<file path="config.mk">
export PLATFORM = sky130hd
export DESIGN_NAME = hsm_monitor
export DESIGN_NICKNAME = d
export VERILOG_FILES = /design/src/design/hsm_pkg.sv /design/src/design/hsm_flash_gen.sv /design/src/design/hsm_first_set.sv /design/src/design/hsm_monitor.sv
export SDC_FILE = /design/constraint.sdc
export NUM_CORES = 1
export LEC_CHECK = 0
export ABC_AREA = 1
export BUFFER_PORTS_ARGS = -buffer_cell sky130_fd_sc_hd__buf_2
export CORE_MARGIN = 5
export CORE_UTILIZATION = 28
export DETAILED_ROUTE_END_ITERATION = 6
export SYNTH_ARGS = -nofsm -noshare
export SYNTH_HDL_FRONTEND = slang
export SYNTH_SLANG_ARGS = --single-unit
</file>
<file path="constraint.sdc">
create_clock -name i_clock -period 2.9 [get_ports i_clock]
set_input_delay 0 -clock i_clock [delete_from_list [all_inputs] [get_ports i_clock]]
set_output_delay 0 -clock i_clock [all_outputs]
set_load 0.03 [all_outputs]
</file>
<file path="src/design/hsm_pkg.sv">
// shared constants and types for the backplane hot-swap monitor
// assumes a single 50 MHz clock and no register bus; all controls are ports
package hsm_pkg;
   // clock period in ns
   localparam int CLK_PERIOD_NS = 20;
   // half period of any flashing indicator, in ms
   localparam int FLASH_HALF_MS = 250;
   // half period in clock cycles, rounded down, never below one
   localparam int FLASH_HALF_CYCLES_RAW = (FLASH_HALF_MS * 1000000) / CLK_PERIOD_NS;
   localparam int FLASH_HALF_CYCLES = (FLASH_HALF_CYCLES_RAW < 1) ? 1 : FLASH_HALF_CYCLES_RAW;
   // default number of backplane slots watched
   localparam int NUM_SLOTS = 8;
   // diagnostic event codes
   localparam logic [15:0] CODE_BUS_FAIL = 16'h39D0;
   localparam logic [15:0] CODE_BUS_RECOVER = 16'h38D0;
   localparam logic [15:0] CODE_RECOVER_MISMATCH = 16'h38D1;
   // reset values
   localparam logic RST_SYS_FAULT = 1'h0;
   localparam logic RST_STOP = 1'h0;

   // monitor phase: waiting for the power-on scan, or supervising
   typedef enum logic {
      MD_WAIT = 1'b0,
      MD_RUN = 1'b1
   } hsm_mode_t;

   // per-slot indicator pattern
   typedef enum logic [2:0] {
      LM_OFF = 3'b000,
      LM_RUN_ON = 3'b001,
      LM_RUN_FLASH = 3'b010,
      LM_MF_ON = 3'b011,
      LM_MF_FLASH = 3'b100
   } hsm_led_t;
endpackage

</file>
<file path="src/design/hsm_flash_gen.sv">
// flash phase generator for blinking indicators
// assumes one clock; emits a square wave level, period two half counts
`timescale 1ns/1ns
module hsm_flash_gen #(
   parameter int HALF_CYCLES = 4
) (
   input wire logic i_clock,
   input wire logic i_rst_b,
   output logic o_phase
);
   localparam int CW = (HALF_CYCLES > 1) ? $clog2(HALF_CYCLES) : 1;
   localparam logic [CW-1:0] LAST = CW'(HALF_CYCLES - 1);

   logic [CW-1:0] cnt_ff; // cycles elapsed in this half period
   logic phase_ff; // current flash level

   // free-running divider; a one-cycle wrap flips the phase
   always_ff @(posedge i_clock or negedge i_rst_b) begin
      if (!i_rst_b) begin
         cnt_ff <= '0;
         phase_ff <= 1'b0;
      end else if (cnt_ff == LAST) begin
         cnt_ff <= '0;
         phase_ff <= ~phase_ff;
      end else begin
         cnt_ff <= cnt_ff + CW'(1);
      end
   end

   assign o_phase = phase_ff;
endmodule

</file>
<file path="src/design/hsm_first_set.sv">
// lowest-set-bit finder for a slot change vector
// purely combinational; the caller registers whatever it acts on
`timescale 1ns/1ns
module hsm_first_set #(
   parameter int N = 8
) (
   input wire logic [N-1:0] i_vec,
   output logic o_found,
   output logic [$clog2(N)-1:0] o_idx
);
   logic [N-1:0] below; // any set bit strictly below position i
   logic [N-1:0] first; // one-hot lowest set bit

   genvar g;
   generate
      for (g = 0; g < N; g++) begin : g_bit
         if (g == 0) begin : g_lo
            assign below[g] = 1'b0;
         end else begin : g_hi
            assign below[g] = below[g-1] | i_vec[g-1];
         end
         assign first[g] = i_vec[g] & ~below[g];
      end
   endgenerate

   // encode the one-hot pick; at most one bit is set
   always_comb begin
      o_idx = '0;
      for (int k = 0; k < N; k++) begin
         if (first[k]) begin
            o_idx = o_idx | ($clog2(N))'(k);
         end
      end
   end

   assign o_found = |i_vec;
endmodule

</file>
<file path="src/design/hsm_monitor.sv">
// backplane hot-swap monitor: top level
// assumes slot presence and type-match inputs synchronous to i_clock
// What this block does
// removal while running counts as module failure
// removal raises event code 39D0
// call handler if configured, else stop
// removal lights the system fault indicator
// removal invalidates all module I/O data
// identical return clears the system fault indicator
// identical return: all run on, faults off
// identical return raises event code 38D0
// identical return makes I/O data valid in every slot not holding a wrong module
// wrong module raises event code 38D1
// wrong module keeps system fault lit
// wrong module flashes its fault indicator
// wrong module invalid, all others valid unless they hold a wrong module
// power-on mismatch: fault flashes, run off
// power-on defect: earlier modules flash run
// power-on defect: later modules fault on
// fixed flash rate, steady until next event
`timescale 1ns/1ns
module hsm_monitor #(
   parameter int N_SLOTS = hsm_pkg::NUM_SLOTS,
   parameter int FLASH_HALF_CYCLES = hsm_pkg::FLASH_HALF_CYCLES
) (
   input wire logic i_clock,
   input wire logic i_rst_b,
   input wire logic [N_SLOTS-1:0] i_present,
   input wire logic [N_SLOTS-1:0] i_type_ok,
   input wire logic i_handler_cfg,
   input wire logic i_scan_done,
   input wire logic i_scan_defect,
   input wire logic [$clog2(N_SLOTS)-1:0] i_defect_slot,
   output logic o_event_valid,
   output logic [15:0] o_event_code,
   output logic o_handler_call,
   output logic o_stop,
   output logic o_system_fault_indicator,
   output logic [N_SLOTS-1:0] o_run_led,
   output logic [N_SLOTS-1:0] o_module_fault_indicator,
   output logic [N_SLOTS-1:0] o_io_valid
);
   localparam int IW = $clog2(N_SLOTS);

   hsm_pkg::hsm_mode_t mode_ff; // wait for scan, then supervise
   logic [N_SLOTS-1:0] seen_ff; // presence as last acted upon
   logic [N_SLOTS-1:0] bad_ff; // slots holding a wrong module
   logic [N_SLOTS-1:0] io_valid_ff; // per-slot I/O data validity
   logic sys_fault_ff; // system fault indicator
   logic stop_ff; // sticky stop, cleared only by reset
   logic ev_valid_ff; // one-cycle event strobe
   logic [15:0] ev_code_ff; // code of the last event
   logic call_ff; // one-cycle handler call
   hsm_pkg::hsm_led_t led_mode_ff [N_SLOTS]; // per-slot pattern
   logic [N_SLOTS-1:0] run_led_ff; // run indicators
   logic [N_SLOTS-1:0] mf_led_ff; // module fault indicators
   logic phase; // shared flash level

   logic rem_found; // some slot went absent
   logic [IW-1:0] rem_idx;
   logic ret_found; // some slot came back
   logic [IW-1:0] ret_idx;
   logic running; // supervision active
   logic do_remove; // act on a removal this cycle
   logic do_ret; // act on a return this cycle
   logic do_ident; // return of a matching module
   logic do_wrong; // return of a wrong module
   logic do_event; // any of the three events
   logic do_scan; // power-on scan accepted

   // one flash source for every blinking indicator keeps them in step
   hsm_flash_gen #(
      .HALF_CYCLES(FLASH_HALF_CYCLES)
   ) u_flash (
      .i_clock(i_clock),
      .i_rst_b(i_rst_b),
      .o_phase(phase)
   );

   // removals outrank returns; one slot is handled per cycle, the rest wait
   hsm_first_set #(
      .N(N_SLOTS)
   ) u_rem (
      .i_vec(seen_ff & ~i_present),
      .o_found(rem_found),
      .o_idx(rem_idx)
   );

   hsm_first_set #(
      .N(N_SLOTS)
   ) u_ret (
      .i_vec(~seen_ff & i_present),
      .o_found(ret_found),
      .o_idx(ret_idx)
   );

   // event decode
   always_comb begin
      running = (mode_ff == hsm_pkg::MD_RUN);
      do_scan = (mode_ff == hsm_pkg::MD_WAIT) && i_scan_done;
      do_remove = running && rem_found;
      do_ret = running && !rem_found && ret_found;
      do_ident = do_ret && i_type_ok[ret_idx];
      do_wrong = do_ret && !i_type_ok[ret_idx];
      do_event = do_remove || do_ret;
   end

   // phase: events are ignored until the power-on scan has been taken
   always_ff @(posedge i_clock or negedge i_rst_b) begin
      if (!i_rst_b) begin
         mode_ff <= hsm_pkg::MD_WAIT;
      end else begin
         unique case (mode_ff)
            hsm_pkg::MD_WAIT: begin
               if (i_scan_done) begin
                  mode_ff <= hsm_pkg::MD_RUN;
               end
            end
            hsm_pkg::MD_RUN: begin
               mode_ff <= hsm_pkg::MD_RUN;
            end
         endcase
      end
   end

   // presence and wrong-module bookkeeping; the scan loads every slot, an event moves only the handled slot
   always_ff @(posedge i_clock or negedge i_rst_b) begin
      if (!i_rst_b) begin
         seen_ff <= '0;
         bad_ff <= '0;
      end else if (do_scan) begin
         seen_ff <= i_present;
         bad_ff <= i_present & ~i_type_ok;
      end else if (do_remove) begin
         seen_ff[rem_idx] <= 1'b0;
         bad_ff[rem_idx] <= 1'b0;
      end else if (do_ret) begin
         seen_ff[ret_idx] <= 1'b1;
         bad_ff[ret_idx] <= do_wrong;
      end
   end

   // I/O data validity per slot
   always_ff @(posedge i_clock or negedge i_rst_b) begin
      if (!i_rst_b) begin
         io_valid_ff <= '0;
      end else if (do_scan) begin
         io_valid_ff <= i_scan_defect ? '0 : (i_present & i_type_ok);
      end else if (do_remove) begin
         io_valid_ff <= '0;
      end else if (do_ident) begin
         io_valid_ff <= ~bad_ff;
      end else if (do_wrong) begin
         io_valid_ff <= ~(bad_ff | (N_SLOTS'(1) << ret_idx));
      end
   end

   // system fault indicator; a wrong module never clears it
   always_ff @(posedge i_clock or negedge i_rst_b) begin
      if (!i_rst_b) begin
         sys_fault_ff <= hsm_pkg::RST_SYS_FAULT;
      end else if (do_remove || do_wrong) begin
         sys_fault_ff <= 1'b1; // see R4
      end else if (do_ident) begin
         sys_fault_ff <= 1'b0;
      end
   end

   // diagnostic event strobe and code
   always_ff @(posedge i_clock or negedge i_rst_b) begin
      if (!i_rst_b) begin
         ev_valid_ff <= 1'b0;
         ev_code_ff <= 16'h0000;
      end else begin
         ev_valid_ff <= do_event;
         if (do_remove) begin
            ev_code_ff <= hsm_pkg::CODE_BUS_FAIL;
         end else if (do_ident) begin
            ev_code_ff <= hsm_pkg::CODE_BUS_RECOVER;
         end else if (do_wrong) begin
            ev_code_ff <= hsm_pkg::CODE_RECOVER_MISMATCH;
         end
      end
   end

   // handler call or stop; stop is sticky because only a restart leaves it
   always_ff @(posedge i_clock or negedge i_rst_b) begin
      if (!i_rst_b) begin
         call_ff <= 1'b0;
         stop_ff <= hsm_pkg::RST_STOP;
      end else begin
         call_ff <= do_event && i_handler_cfg;
         if (do_event && !i_handler_cfg) begin
            stop_ff <= 1'b1;
         end
      end
   end

   // per-slot indicator pattern and drive
   genvar s;
   generate
      for (s = 0; s < N_SLOTS; s++) begin : g_slot
         // pattern changes only on scan or event, so steady states hold
         always_ff @(posedge i_clock or negedge i_rst_b) begin
            if (!i_rst_b) begin
               led_mode_ff[s] <= hsm_pkg::LM_OFF;
            end else if (do_scan) begin
               if (!i_present[s]) begin
                  led_mode_ff[s] <= hsm_pkg::LM_OFF;
               end else if (i_scan_defect) begin
                  if (IW'(s) < i_defect_slot) begin
                     led_mode_ff[s] <= hsm_pkg::LM_RUN_FLASH;
                  end else begin
                     led_mode_ff[s] <= hsm_pkg::LM_MF_ON;
                  end
               end else if (!i_type_ok[s]) begin
                  led_mode_ff[s] <= hsm_pkg::LM_MF_FLASH;
               end else begin
                  led_mode_ff[s] <= hsm_pkg::LM_RUN_ON;
               end
            end else if (do_ident) begin
               led_mode_ff[s] <= hsm_pkg::LM_RUN_ON;
            end else if (do_wrong && ret_idx == IW'(s)) begin
               led_mode_ff[s] <= hsm_pkg::LM_MF_FLASH;
            end
         end

         // flashing follows the shared divider phase
         always_ff @(posedge i_clock or negedge i_rst_b) begin
            if (!i_rst_b) begin
               run_led_ff[s] <= 1'b0;
               mf_led_ff[s] <= 1'b0;
            end else begin
               run_led_ff[s] <= (led_mode_ff[s] == hsm_pkg::LM_RUN_ON) ||
                  ((led_mode_ff[s] == hsm_pkg::LM_RUN_FLASH) && phase);
               mf_led_ff[s] <= (led_mode_ff[s] == hsm_pkg::LM_MF_ON) ||
                  ((led_mode_ff[s] == hsm_pkg::LM_MF_FLASH) && phase);
            end
         end
      end
   endgenerate

   assign o_event_valid = ev_valid_ff;
   assign o_event_code = ev_code_ff;
   assign o_handler_call = call_ff;
   assign o_stop = stop_ff;
   assign o_system_fault_indicator = sys_fault_ff;
   assign o_run_led = run_led_ff;
   assign o_module_fault_indicator = mf_led_ff;
   assign o_io_valid = io_valid_ff;
endmodule

</file>
* Word level (Yosys, flattened, before mapping) *
Cells that the tools add are included.

storage, ports and cells
  bits in registers = 110
  word-level logic and storage cells = 311
  output and inout bits = 44
  bits of input ports = 24

cells by class
  reduce and logical (&&, ||, !) cells = 70
  multiplexer cells = 96
  add/sub/neg operators = 1
  shift-type cells = 1
  order comparisons = 12
  bitwise gates (word level) = 56
  eq/ne operators = 40

operators with widths
  operator                                                                       number
  3-bit 2-to-1 mux                                                               56
  8-bit 2-to-1 mux                                                               11
  3-bit by 2-bit equality test with 1-bit output (second input constant)         18
  8-bit bitwise AND                                                              6
  16-bit 2-to-1 mux                                                              3
  8-bit NOT                                                                      6
  3-bit equality test (second input constant)                                    12
  1-bit logical AND                                                              34
  3-bit nonzero test                                                             10
  3-bit by 1-bit equality test with 1-bit output (second input constant)         9
  24-bit by 1-bit adder with 24-bit output (second input constant)               1
  24-bit equality test (second input constant)                                   1
  24-bit 2-to-1 mux                                                              1
  1-bit logical OR                                                               18
  1-bit 2-to-1 mux                                                               16
  1-bit NOT                                                                      16
  8-bit bitwise OR                                                               2
  8-bit OR reduction                                                             2
  1-bit bitwise AND                                                              14
  3-bit less-than comparator (first input constant)                              4
  1-bit bitwise OR                                                               12
  8-bit bitwise mux                                                              1
  3-bit by 4-bit less-than comparator with 1-bit output (second input constant)  2
  2-bit 2-to-1 mux                                                               4
  11 further kinds                                                               17

* Logic depth before layout (Yosys ltp) *
Gate-level depths: netlist (run 1).

  word-level depth = 19
  depth in mapped cells = 16
  depth with buffers taken out = 16

* By module *
A second synthesis (run 1) with hierarchy kept.

second synthesis, totals
  cell total of the unflattened synthesis = 795
  area, all modules = 5791.8 µm²

by module, submodules not included
  module         instances  cells each  area an instance (µm²)  sequential area each (µm²)
  hsm_monitor    1          528         4041.4                  1801.7
  hsm_flash_gen  1          213         1512.7                  625.6
  hsm_first_set  2          27          118.9                   0.0

* Least setup slack after synthesis (run 1) *
No wires, ideal clock.

  path kind = reg2reg
  from = register u_flash.cnt_ff[0]
  to = register u_flash.cnt_ff[20]
  stages on the path, launching flop included = 13
  data required time = 2.781 ns
  clock period less this slack = 1.949 ns
  path slack = 0.951 ns
  path buffers = 0
  library setup time = 0.119 ns
  arrival time = 1.829 ns
  path through = dfrtp_1 ha_1 nand2_1 nor2_1 nand2_1 nor2_1 nand4_1 nor2_1 nand4_1 nor3_1 nand3_1 nand2_1 nor2_1

on the way
  word-level cells in the longest chain between the ends = 2
  elaborated cells between the ends (all ways) = 3
  those cells by class = add/sub (1); eq/ne (1); mux (1)

RTL lines
  item                                                                                     RTL line                                  text
  from (decl)                                                                              hsm_flash_gen.sv:14                       logic [CW-1:0] cnt_ff;
  from (signal assigned)                                                                   hsm_flash_gen.sv:26                       cnt_ff <= cnt_ff + CW'(1);
  24-bit by 1-bit adder with 24-bit output / 24-bit equality test (equally long branches)  hsm_flash_gen.sv:26, hsm_flash_gen.sv:22
  24-bit 2-to-1 mux (*)                                                                    hsm_flash_gen.sv:22                       end else if (cnt_ff == LAST) begin

Mark *: on every way between the ends. The rest lies on a longest branch, timed or not.
A chain may end at the register's enable or synchronous reset.

* Final worst setup path (run 1) *
  from = register seen_ff[0]
  to = register led_mode_ff[8] (netlist name)

on the way
  word-level cells in the longest chain between the ends = 17
  elaborated cells between the ends (all ways) = 45
  those cells by class = eq/ne (1); mux (11); bitwise (23); reduce/logical (10)

RTL lines
  item                                                          RTL line                                  text
  from (decl)                                                   hsm_monitor.sv:46                         logic [N_SLOTS-1:0] seen_ff;
  from (signal assigned)                                        hsm_monitor.sv:132                        seen_ff <= i_present;
  8-bit NOT                                                     hsm_monitor.sv:92                         .i_vec(~seen_ff & i_present),
  8-bit bitwise AND                                             hsm_monitor.sv:92
  1-bit NOT / 1-bit bitwise OR (equally long branches)          hsm_first_set.sv:22, hsm_first_set.sv:20
  1-bit bitwise AND (tied with other cells)                     hsm_first_set.sv:22                       assign first[g] = i_vec[g] & ~below[g];
  1-bit 2-to-1 mux (tied with other cells)                      hsm_first_set.sv:30                       if (first[k]) begin
  2-bit 2-to-1 mux (tied with other cells) (2 in a row)         hsm_first_set.sv:30
  3-bit 2-to-1 mux (tied with other cells) (2 in a row)         hsm_first_set.sv:30
  3-bit 2-to-1 mux / 1-bit bitwise AND (equally long branches)  hsm_first_set.sv:30, hsm_first_set.sv:22
  3-bit 2-to-1 mux                                              hsm_first_set.sv:30
  1-bit binary-select mux with 3-bit select                     hsm_monitor.sv:103, hsm_monitor.sv:104
  1-bit 2-to-1 mux (implied by the code)                        hsm_monitor.sv:103, hsm_monitor.sv:104
  1-bit zero test                                               hsm_monitor.sv:104                        do_wrong = do_ret && !i_type_ok[ret_idx];
  1-bit logical AND                                             hsm_monitor.sv:104
  1-bit logical AND                                             hsm_monitor.sv:223                        end else if (do_wrong && ret_idx == IW'(s)) begin
  3-bit nonzero test (no line)                                  -
  to (signal, indexed assignment)                               hsm_monitor.sv:219                        led_mode_ff[s] <= hsm_pkg::LM_RUN_ON;
  to (signal, indexed assignment)                               hsm_monitor.sv:222                        led_mode_ff[s] <= hsm_pkg::LM_RUN_ON;
  to (signal, indexed assignment)                               hsm_monitor.sv:224                        led_mode_ff[s] <= hsm_pkg::LM_MF_FLASH;
  to (decl)                                                     hsm_monitor.sv:54                         hsm_pkg::hsm_led_t led_mode_ff [N_SLOTS];

Several ways; a longest one is shown, not always the timed one. The select of a mux whose other input is x is not followed.

==> metrics, run 1 <==
status=completed; Routed WL per cell=roughly 14 um; final number of max-transition violations=0; Setup Skew=around 0.0079 ns; Cell Area, Synth=0.00547 sq mm; clock buffer depth=2; leading area contributor after synthesis=dfrtp_1; Worst Hold Class=in -> reg; setup TNS=0 ns; # setup viols final=0; type of origin of the critical path=flip-flop; largest net degree at the start of global routing=74; grt peak-use layer=met2; cts bufs inserted=9; First DRT Iteration DRCs=~390; commonest non-fill, non-tap cells in the layout=nand2_1, nor2_1, dfrtp_1, inv_1; CP peak stage delay=about 0.40 ns; Gate Count Post-Synth=between 700 and 800; Antenna diodes=0; crit path cell chain=inv_2 -> nand2_2 -> nand2_4 -> nor2_1 -> inv_1 -> nand2_1 -> a21oi_2 -> inv_2 -> nand2_1 -> nand3_2 -> nand2_2 -> nand2_2 -> nand2_1 -> nand2_1 -> nand2_1 -> nand2_1; number of global-route vias before repair=between 4k and 5k; met2 Resource Use GR=0.217; Die H=~150 um; most frequent CP cell=nand2_1; via/cell ratio=around 4.7; final std cells w/o fill=approximately 1.1k; final instance area=around 0.0064 sq mm; TritonCTS clock tree=done; post-CTS setup buffers=0; leakage power=between 0.003 and 0.004 uW; Initial Utilization=0.283; dpl cell area=about 0.006 sq mm; global-route wire length before repair=about 25 mm; H-tree levels=3; Crit. End Element=flip-flop; EDFF count, synth=0; placed cell count=1,042; Routed Antenna Nets=0; gp weighted congestion=between 0.9 and 1; post-synthesis cell type count=44; Floorplan Core Area=0.0193 sq mm; Final period util=0.833; TritonRoute pass-1 iters=5; RSZ-0062 raised after global routing=no; most common cell after layout, fill and taps aside=nand2_1; Net count, final=~820; CP required=3.15 ns; setup ws final=approximately 0.48 ns; DRC=0; latest clock arrival within the worst-skew pair=roughly 0.36 ns; CTS clk-pin slew, worst paths=around 0.07 ns; Clk Tree Root Cell=clkbuf_16; dpl ws=roughly 0.53 ns; Synth Warn #=0; Yosys reg bits=just under 100; total track usage=0.140; die area=0.0224 sq mm; Avg Cell Area, Syn=approximately 7.5 sq um; Tmin final=2.42 ns; met1 GRT Util=0.194; I/O Buffers=59; clock sinks=97; Max transition margin=0.344; ys async rst share=1.00; kind of critical path=reg -> reg; # rows=51; DIE WIDTH=about 150 um; Synth Flop Type=dfrtp_1; Tightest Pin Transition=0.984 ns; max-cap violation count=0; GR Overflow Total=0; GRT met3 Usage=0.0309; area growth from synthesis to layout=16.8%; worst-path fanout max=12; Post-DP HPWL=between 10 and 15 mm; vias post-DR=~5k; fmax=0.414 GHz; endpoints failing hold=0; share of the synthesized area in the top cell type=0.444; initial antenna violation count=0; Critical Path AT=around 2.7 ns; synth top area cells=dfrtp_1, nand2_1, nor2_1; share of layout cells above drive strength 1=0.142; Pwr Density=between 800 and 900 mW/mm^2; CP max stage cell=dfrtp_1; sequential area share after synthesis=0.444; drt total wl=around 15 mm; peak supply drop=about 0.0004 V; # IOs=68
[critical path: cells and delay by family (launching register included)]
kind	cells	cell delay [ns]
AND/OR/NAND/NOR	12	1.42
flip-flops	1	0.40
buffers and inverters	3	0.28
AO/OA/AOI/OAI	1	0.23
[flip-flops by register name (all words and copies together) (netlist names)]
signal                    flops
led_mode_ff                  24
u_flash.cnt_ff               24
bad_ff                        8
o_io_valid                    8
o_module_fault_indicator      8
o_run_led                     8
seen_ff                       8
o_event_code                  3
mode_ff                       1
o_event_valid                 1
o_handler_call                1
o_stop                        1
o_system_fault_indicator      1
u_flash.o_phase               1
[synth_stat cells (2+ instances only)]
library cell and instances:
a21oi_1 32, a21oi_4 2, a32o_1 2, buf_2 2, buf_4 14, buf_6 3, clkbuf_1 8, dfrtp_1 97
inv_1 87, inv_2 8, nand2_1 191, nand2_2 6, nand2_4 3, nand3_1 58, nand3_4 2, nand3b_1 2
nand4_1 18, nor2_1 97, nor2_2 2, nor2_4 2, nor2_8 2, nor3_1 19, nor3_2 2, nor3b_1 7
nor4_1 4, o2111ai_1 2, o211ai_1 12, o21a_1 4, o21ai_0 18, o31ai_1 9, xor2_1 4
[metrics by stage]
| stage | power [uW] | util | hold slack, ns |
|---|---|---|---|
| detailed placement | 4150 | 0.310 | 0.213 |
| global placement | 4140 | 0.310 | 0.201 |
| floorplan | 3560 | - | -0.296 |
| finish | 5540 | 0.330 | 0.0148 |
| CTS | 5580 | 0.330 | 0.0127 |
| global route | 5900 | 0.330 | 0.0500 |
[path summary, 6_finish.rpt]
| path | to | slack, ns | cells past startpoint | startpoint |
|---|---|---|---|---|
| worst max-delay path | led_mode_ff[8] | 0.48 | 16 | seen_ff[0] |
| worst max register to register | led_mode_ff[8] | 0.48 | 16 | seen_ff[0] |
| worst min register to register | o_stop | 0.48 | 1 | o_stop |
| worst min-delay path | bad_ff[3] | 0.01 | 4 | i_type_ok[3] |
| max in group asynchronous | o_module_fault_indicator[4] | 1.80 | 3 | i_rst_b |
| min in group asynchronous | o_module_fault_indicator[2] | 0.32 | 2 | i_rst_b |
[metal layers]
metal | up-vias | wire length (um)
met5 | - | 58
met4 | 2 | 244
met3 | 21 | 874
met2 | 158 | 7070
met1 | 2346 | 7130
li1 | 2471 | -
[repair_timing]
action,CTS,global route
hold buffers,5,0
hold endpoints to repair,76,0
endpoints found under the setup margin,0,0
resized for setup,0,0
[report_power, final]
| group | switching (uW) | internal (uW) | leakage [uW] | total [uW] |
|---|---|---|---|---|
| registers | 263 | 1700 | 0.00124 | 1960 |
| clock network | 553 | 849 | 0.000167 | 1400 |
| logic | 1500 | 675 | 0.00178 | 2180 |
[kinds of logic after synthesis]
kind of cell	synth area share
simple gates	0.348
xor+xnor	0.00640
other cells	0.000685
buf+inv	0.0985
compound gates	0.101
fa+ha+maj	0.00229
flops	0.444
[cell type report]
type                       instances  area, sq um
clock buffer                      10          229
clock inverter                     6          113
fill                            2071        12900
inverter                          95          357
multi-input combinational        519         2530
sequential                        97         2430
tap                              265          332
timing repair buffer              71          400
Note: power is estimated with default switching activity, not from simulation.
==> inputs of run 2 (changes only) <==
==> constraint.sdc (replaced) <==
create_clock -name i_clock -period 2.35 [get_ports i_clock]
set_input_delay 0 -clock i_clock [delete_from_list [all_inputs] [get_ports i_clock]]
set_output_delay 0 -clock i_clock [all_outputs]
set_load 0.03 [all_outputs]
==> run 2 against run 1 <==
  * Clock skew up 0.00068 ns
  * Maximum frequency increased by 11%
  * Die area unchanged
  * Design area grew 3.8%
  * Sequential power grew 23%
  * Non-clock buffer count grew 15
  * Critical path depth down 1
  * Critical endpoint is now led_mode_ff[20]
==> metrics, run 2 (synthesized netlist as in run 1, its figures left out) <==
peak supply drop=0.000624 V (+54%); largest registers=led_mode_ff: 24 flops, u_flash.cnt_ff: 24 flops; Routed WL per cell=14.3 um (-1.2%); Final period util=0.930 (+0.0962); endpoints failing hold=0 (unchanged); I/O Buffers=59 (unchanged); most common cell after layout, fill and taps aside=nand2_1; clock sinks=97 (unchanged); CP required=2.64 ns (-0.51 ns); drt total wl=15.4 mm (about the same); largest net degree at the start of global routing=57 (-23%); gp weighted congestion=0.971 (-0.22%); GR Overflow Total=0 (unchanged); Initial Utilization=0.283 (unchanged); CP max stage cell=dfrtp_1; Post-DP HPWL=11.5 mm (-1.4%); # rows=51 (unchanged); number of global-route vias before repair=4,873 (+3.6%); Setup Skew=0.00861 ns (+0.000685 ns); crit path cell chain=inv_2 -> nand2_2 -> nand2_4 -> nor2_8 -> nand2_2 -> nor2_4 -> a21oi_4 -> inv_2 -> nand2_1 -> nand3_2 -> nand2_4 -> a21oi_4 -> clkbuf_16 -> nand3_1 -> nand2_1; Routed Antenna Nets=0 (unchanged); Net count, final=833 (+1.8%); Die H=150 um (unchanged); clock buffer depth=2 (unchanged); CP peak stage delay=0.42 ns (+0.02 ns); H-tree levels=3 (unchanged); kind of critical path=reg -> reg; Crit. End Element=flip-flop; DRC=0 (unchanged); First DRT Iteration DRCs=426 (+8.4%); via/cell ratio=4.66 (-0.83%); final instance area=0.00664 sq mm (+3.8%); TritonRoute pass-1 iters=5 (unchanged); status=completed; setup TNS=0 ns (unchanged); initial antenna violation count=0 (unchanged); max-cap violation count=0 (unchanged); DIE WIDTH=150 um (unchanged); Tightest Pin Transition=0.757 ns (-0.227 ns); RSZ-0062 raised after global routing=no; Worst Hold Class=in -> reg; worst-path fanout max=15 (+3); final number of max-transition violations=0 (unchanged); Critical Path AT=2.47 ns (-0.19 ns); vias post-DR=5,022 (+0.48%); CTS clk-pin slew, worst paths=0.07 ns (about the same); global-route wire length before repair=24.9 mm (+0.70%); fmax=0.458 GHz (+11%); type of origin of the critical path=flip-flop; cts bufs inserted=9 (unchanged); # IOs=68 (unchanged); Floorplan Core Area=0.0193 sq mm (unchanged); area growth from synthesis to layout=21.2%; share of layout cells above drive strength 1=0.175 (+0.0333); Max transition margin=0.495 (+0.151); # setup viols final=0 (unchanged); Antenna diodes=0 (unchanged); leakage power=0.00330 uW (+3.6%); Tmin final=2.18 ns (-0.232 ns); Clk Tree Root Cell=clkbuf_16; die area=0.0224 sq mm (unchanged); dpl cell area=0.00608 sq mm (+1.4%); commonest non-fill, non-tap cells in the layout=nand2_1, dfrtp_1, nor2_1, inv_1, buf_2; TritonCTS clock tree=done; latest clock arrival within the worst-skew pair=0.35 ns (about the same); Util after Layout=0.343 (+0.0127); total track usage=0.140 (+0.000155); Pwr Density=1070 mW/mm^2 (+23%)
-- run 2: power by group --
group / switching, uW / internal, uW / total [uW] / leakage, uW
clock: 667 / 1040 / 1710 / 0.000166
sequential: 314 / 2090 / 2410 / 0.00124
combinational: 1940 / 1040 / 2980 / 0.00190
-- run 2: routing by layer --
| metal | part of all wire | vias to the layer above | wire length (um) | track usage |
|---|---|---|---|---|
| li1 | - | 2500 | - | - |
| met1 | 0.46 | 2335 | 7050 | 0.196 |
| met2 | 0.45 | 164 | 6960 | 0.214 |
| met3 | 0.074 | 23 | 1130 | 0.0382 |
| met4 | 0.015 | 0 | 236 | 0.0352 |
| met5 | 0 | - | 0 | 0 |
-- run 2: worst paths after layout --
path	start	to	slack (ns)	cells after the start
max	seen_ff[2]	led_mode_ff[20]	0.17	15
min	i_type_ok[2]	bad_ff[2]	0.03	4
max reg2reg	seen_ff[2]	led_mode_ff[20]	0.17	15
min reg2reg	o_event_code[0]	o_event_code[0]	0.48	2
max in group asynchronous	i_rst_b	o_module_fault_indicator[0]	1.37	3
min in group asynchronous	i_rst_b	o_run_led[7]	0.27	2
-- run 2: timing repair --
item / CTS / global route
buffers inserted: 0 / 5
setup endpoints to repair: 0 / 32
resized for setup: 0 / 22
endpoints found under the hold margin: 59 / 0
hold buffers: 5 / 0
-- run 2: final cells by class --
class / count / area (sq um)
clock buffers: 9 / 225
clock inverters: 6 / 113
fillers: 2064 / 12700
inverters: 95 / 359
multi-input cells: 519 / 2610
flip-flops and latches: 97 / 2430
well taps: 265 / 332
repair buffers: 86 / 573
-- run 2: critical path, delay by kind of cell, from the launching register on --
family | cells | cell delay (ns)
simple gates | 10 | 0.99
flops | 1 | 0.42
buf+inv | 3 | 0.37
compound gates | 2 | 0.34
-- run 2: stage by stage --
stage / setup WS (ns) / total power (uW) / hold WS, ns / std cells
final: 0.165 / 7090 / 0.0255 / 1077
after global routing: 0.0142 / 7630 / 0.0480 / 1077
after CTS: 0.00474 / 6930 / 0.0184 / 1070
after detailed placement: 0.00779 / 5180 / 0.138 / 1050
after global placement: 0.00661 / 5150 / 0.130 / 1050
after floorplan: 0.401 / 4390 / -0.296 / 739
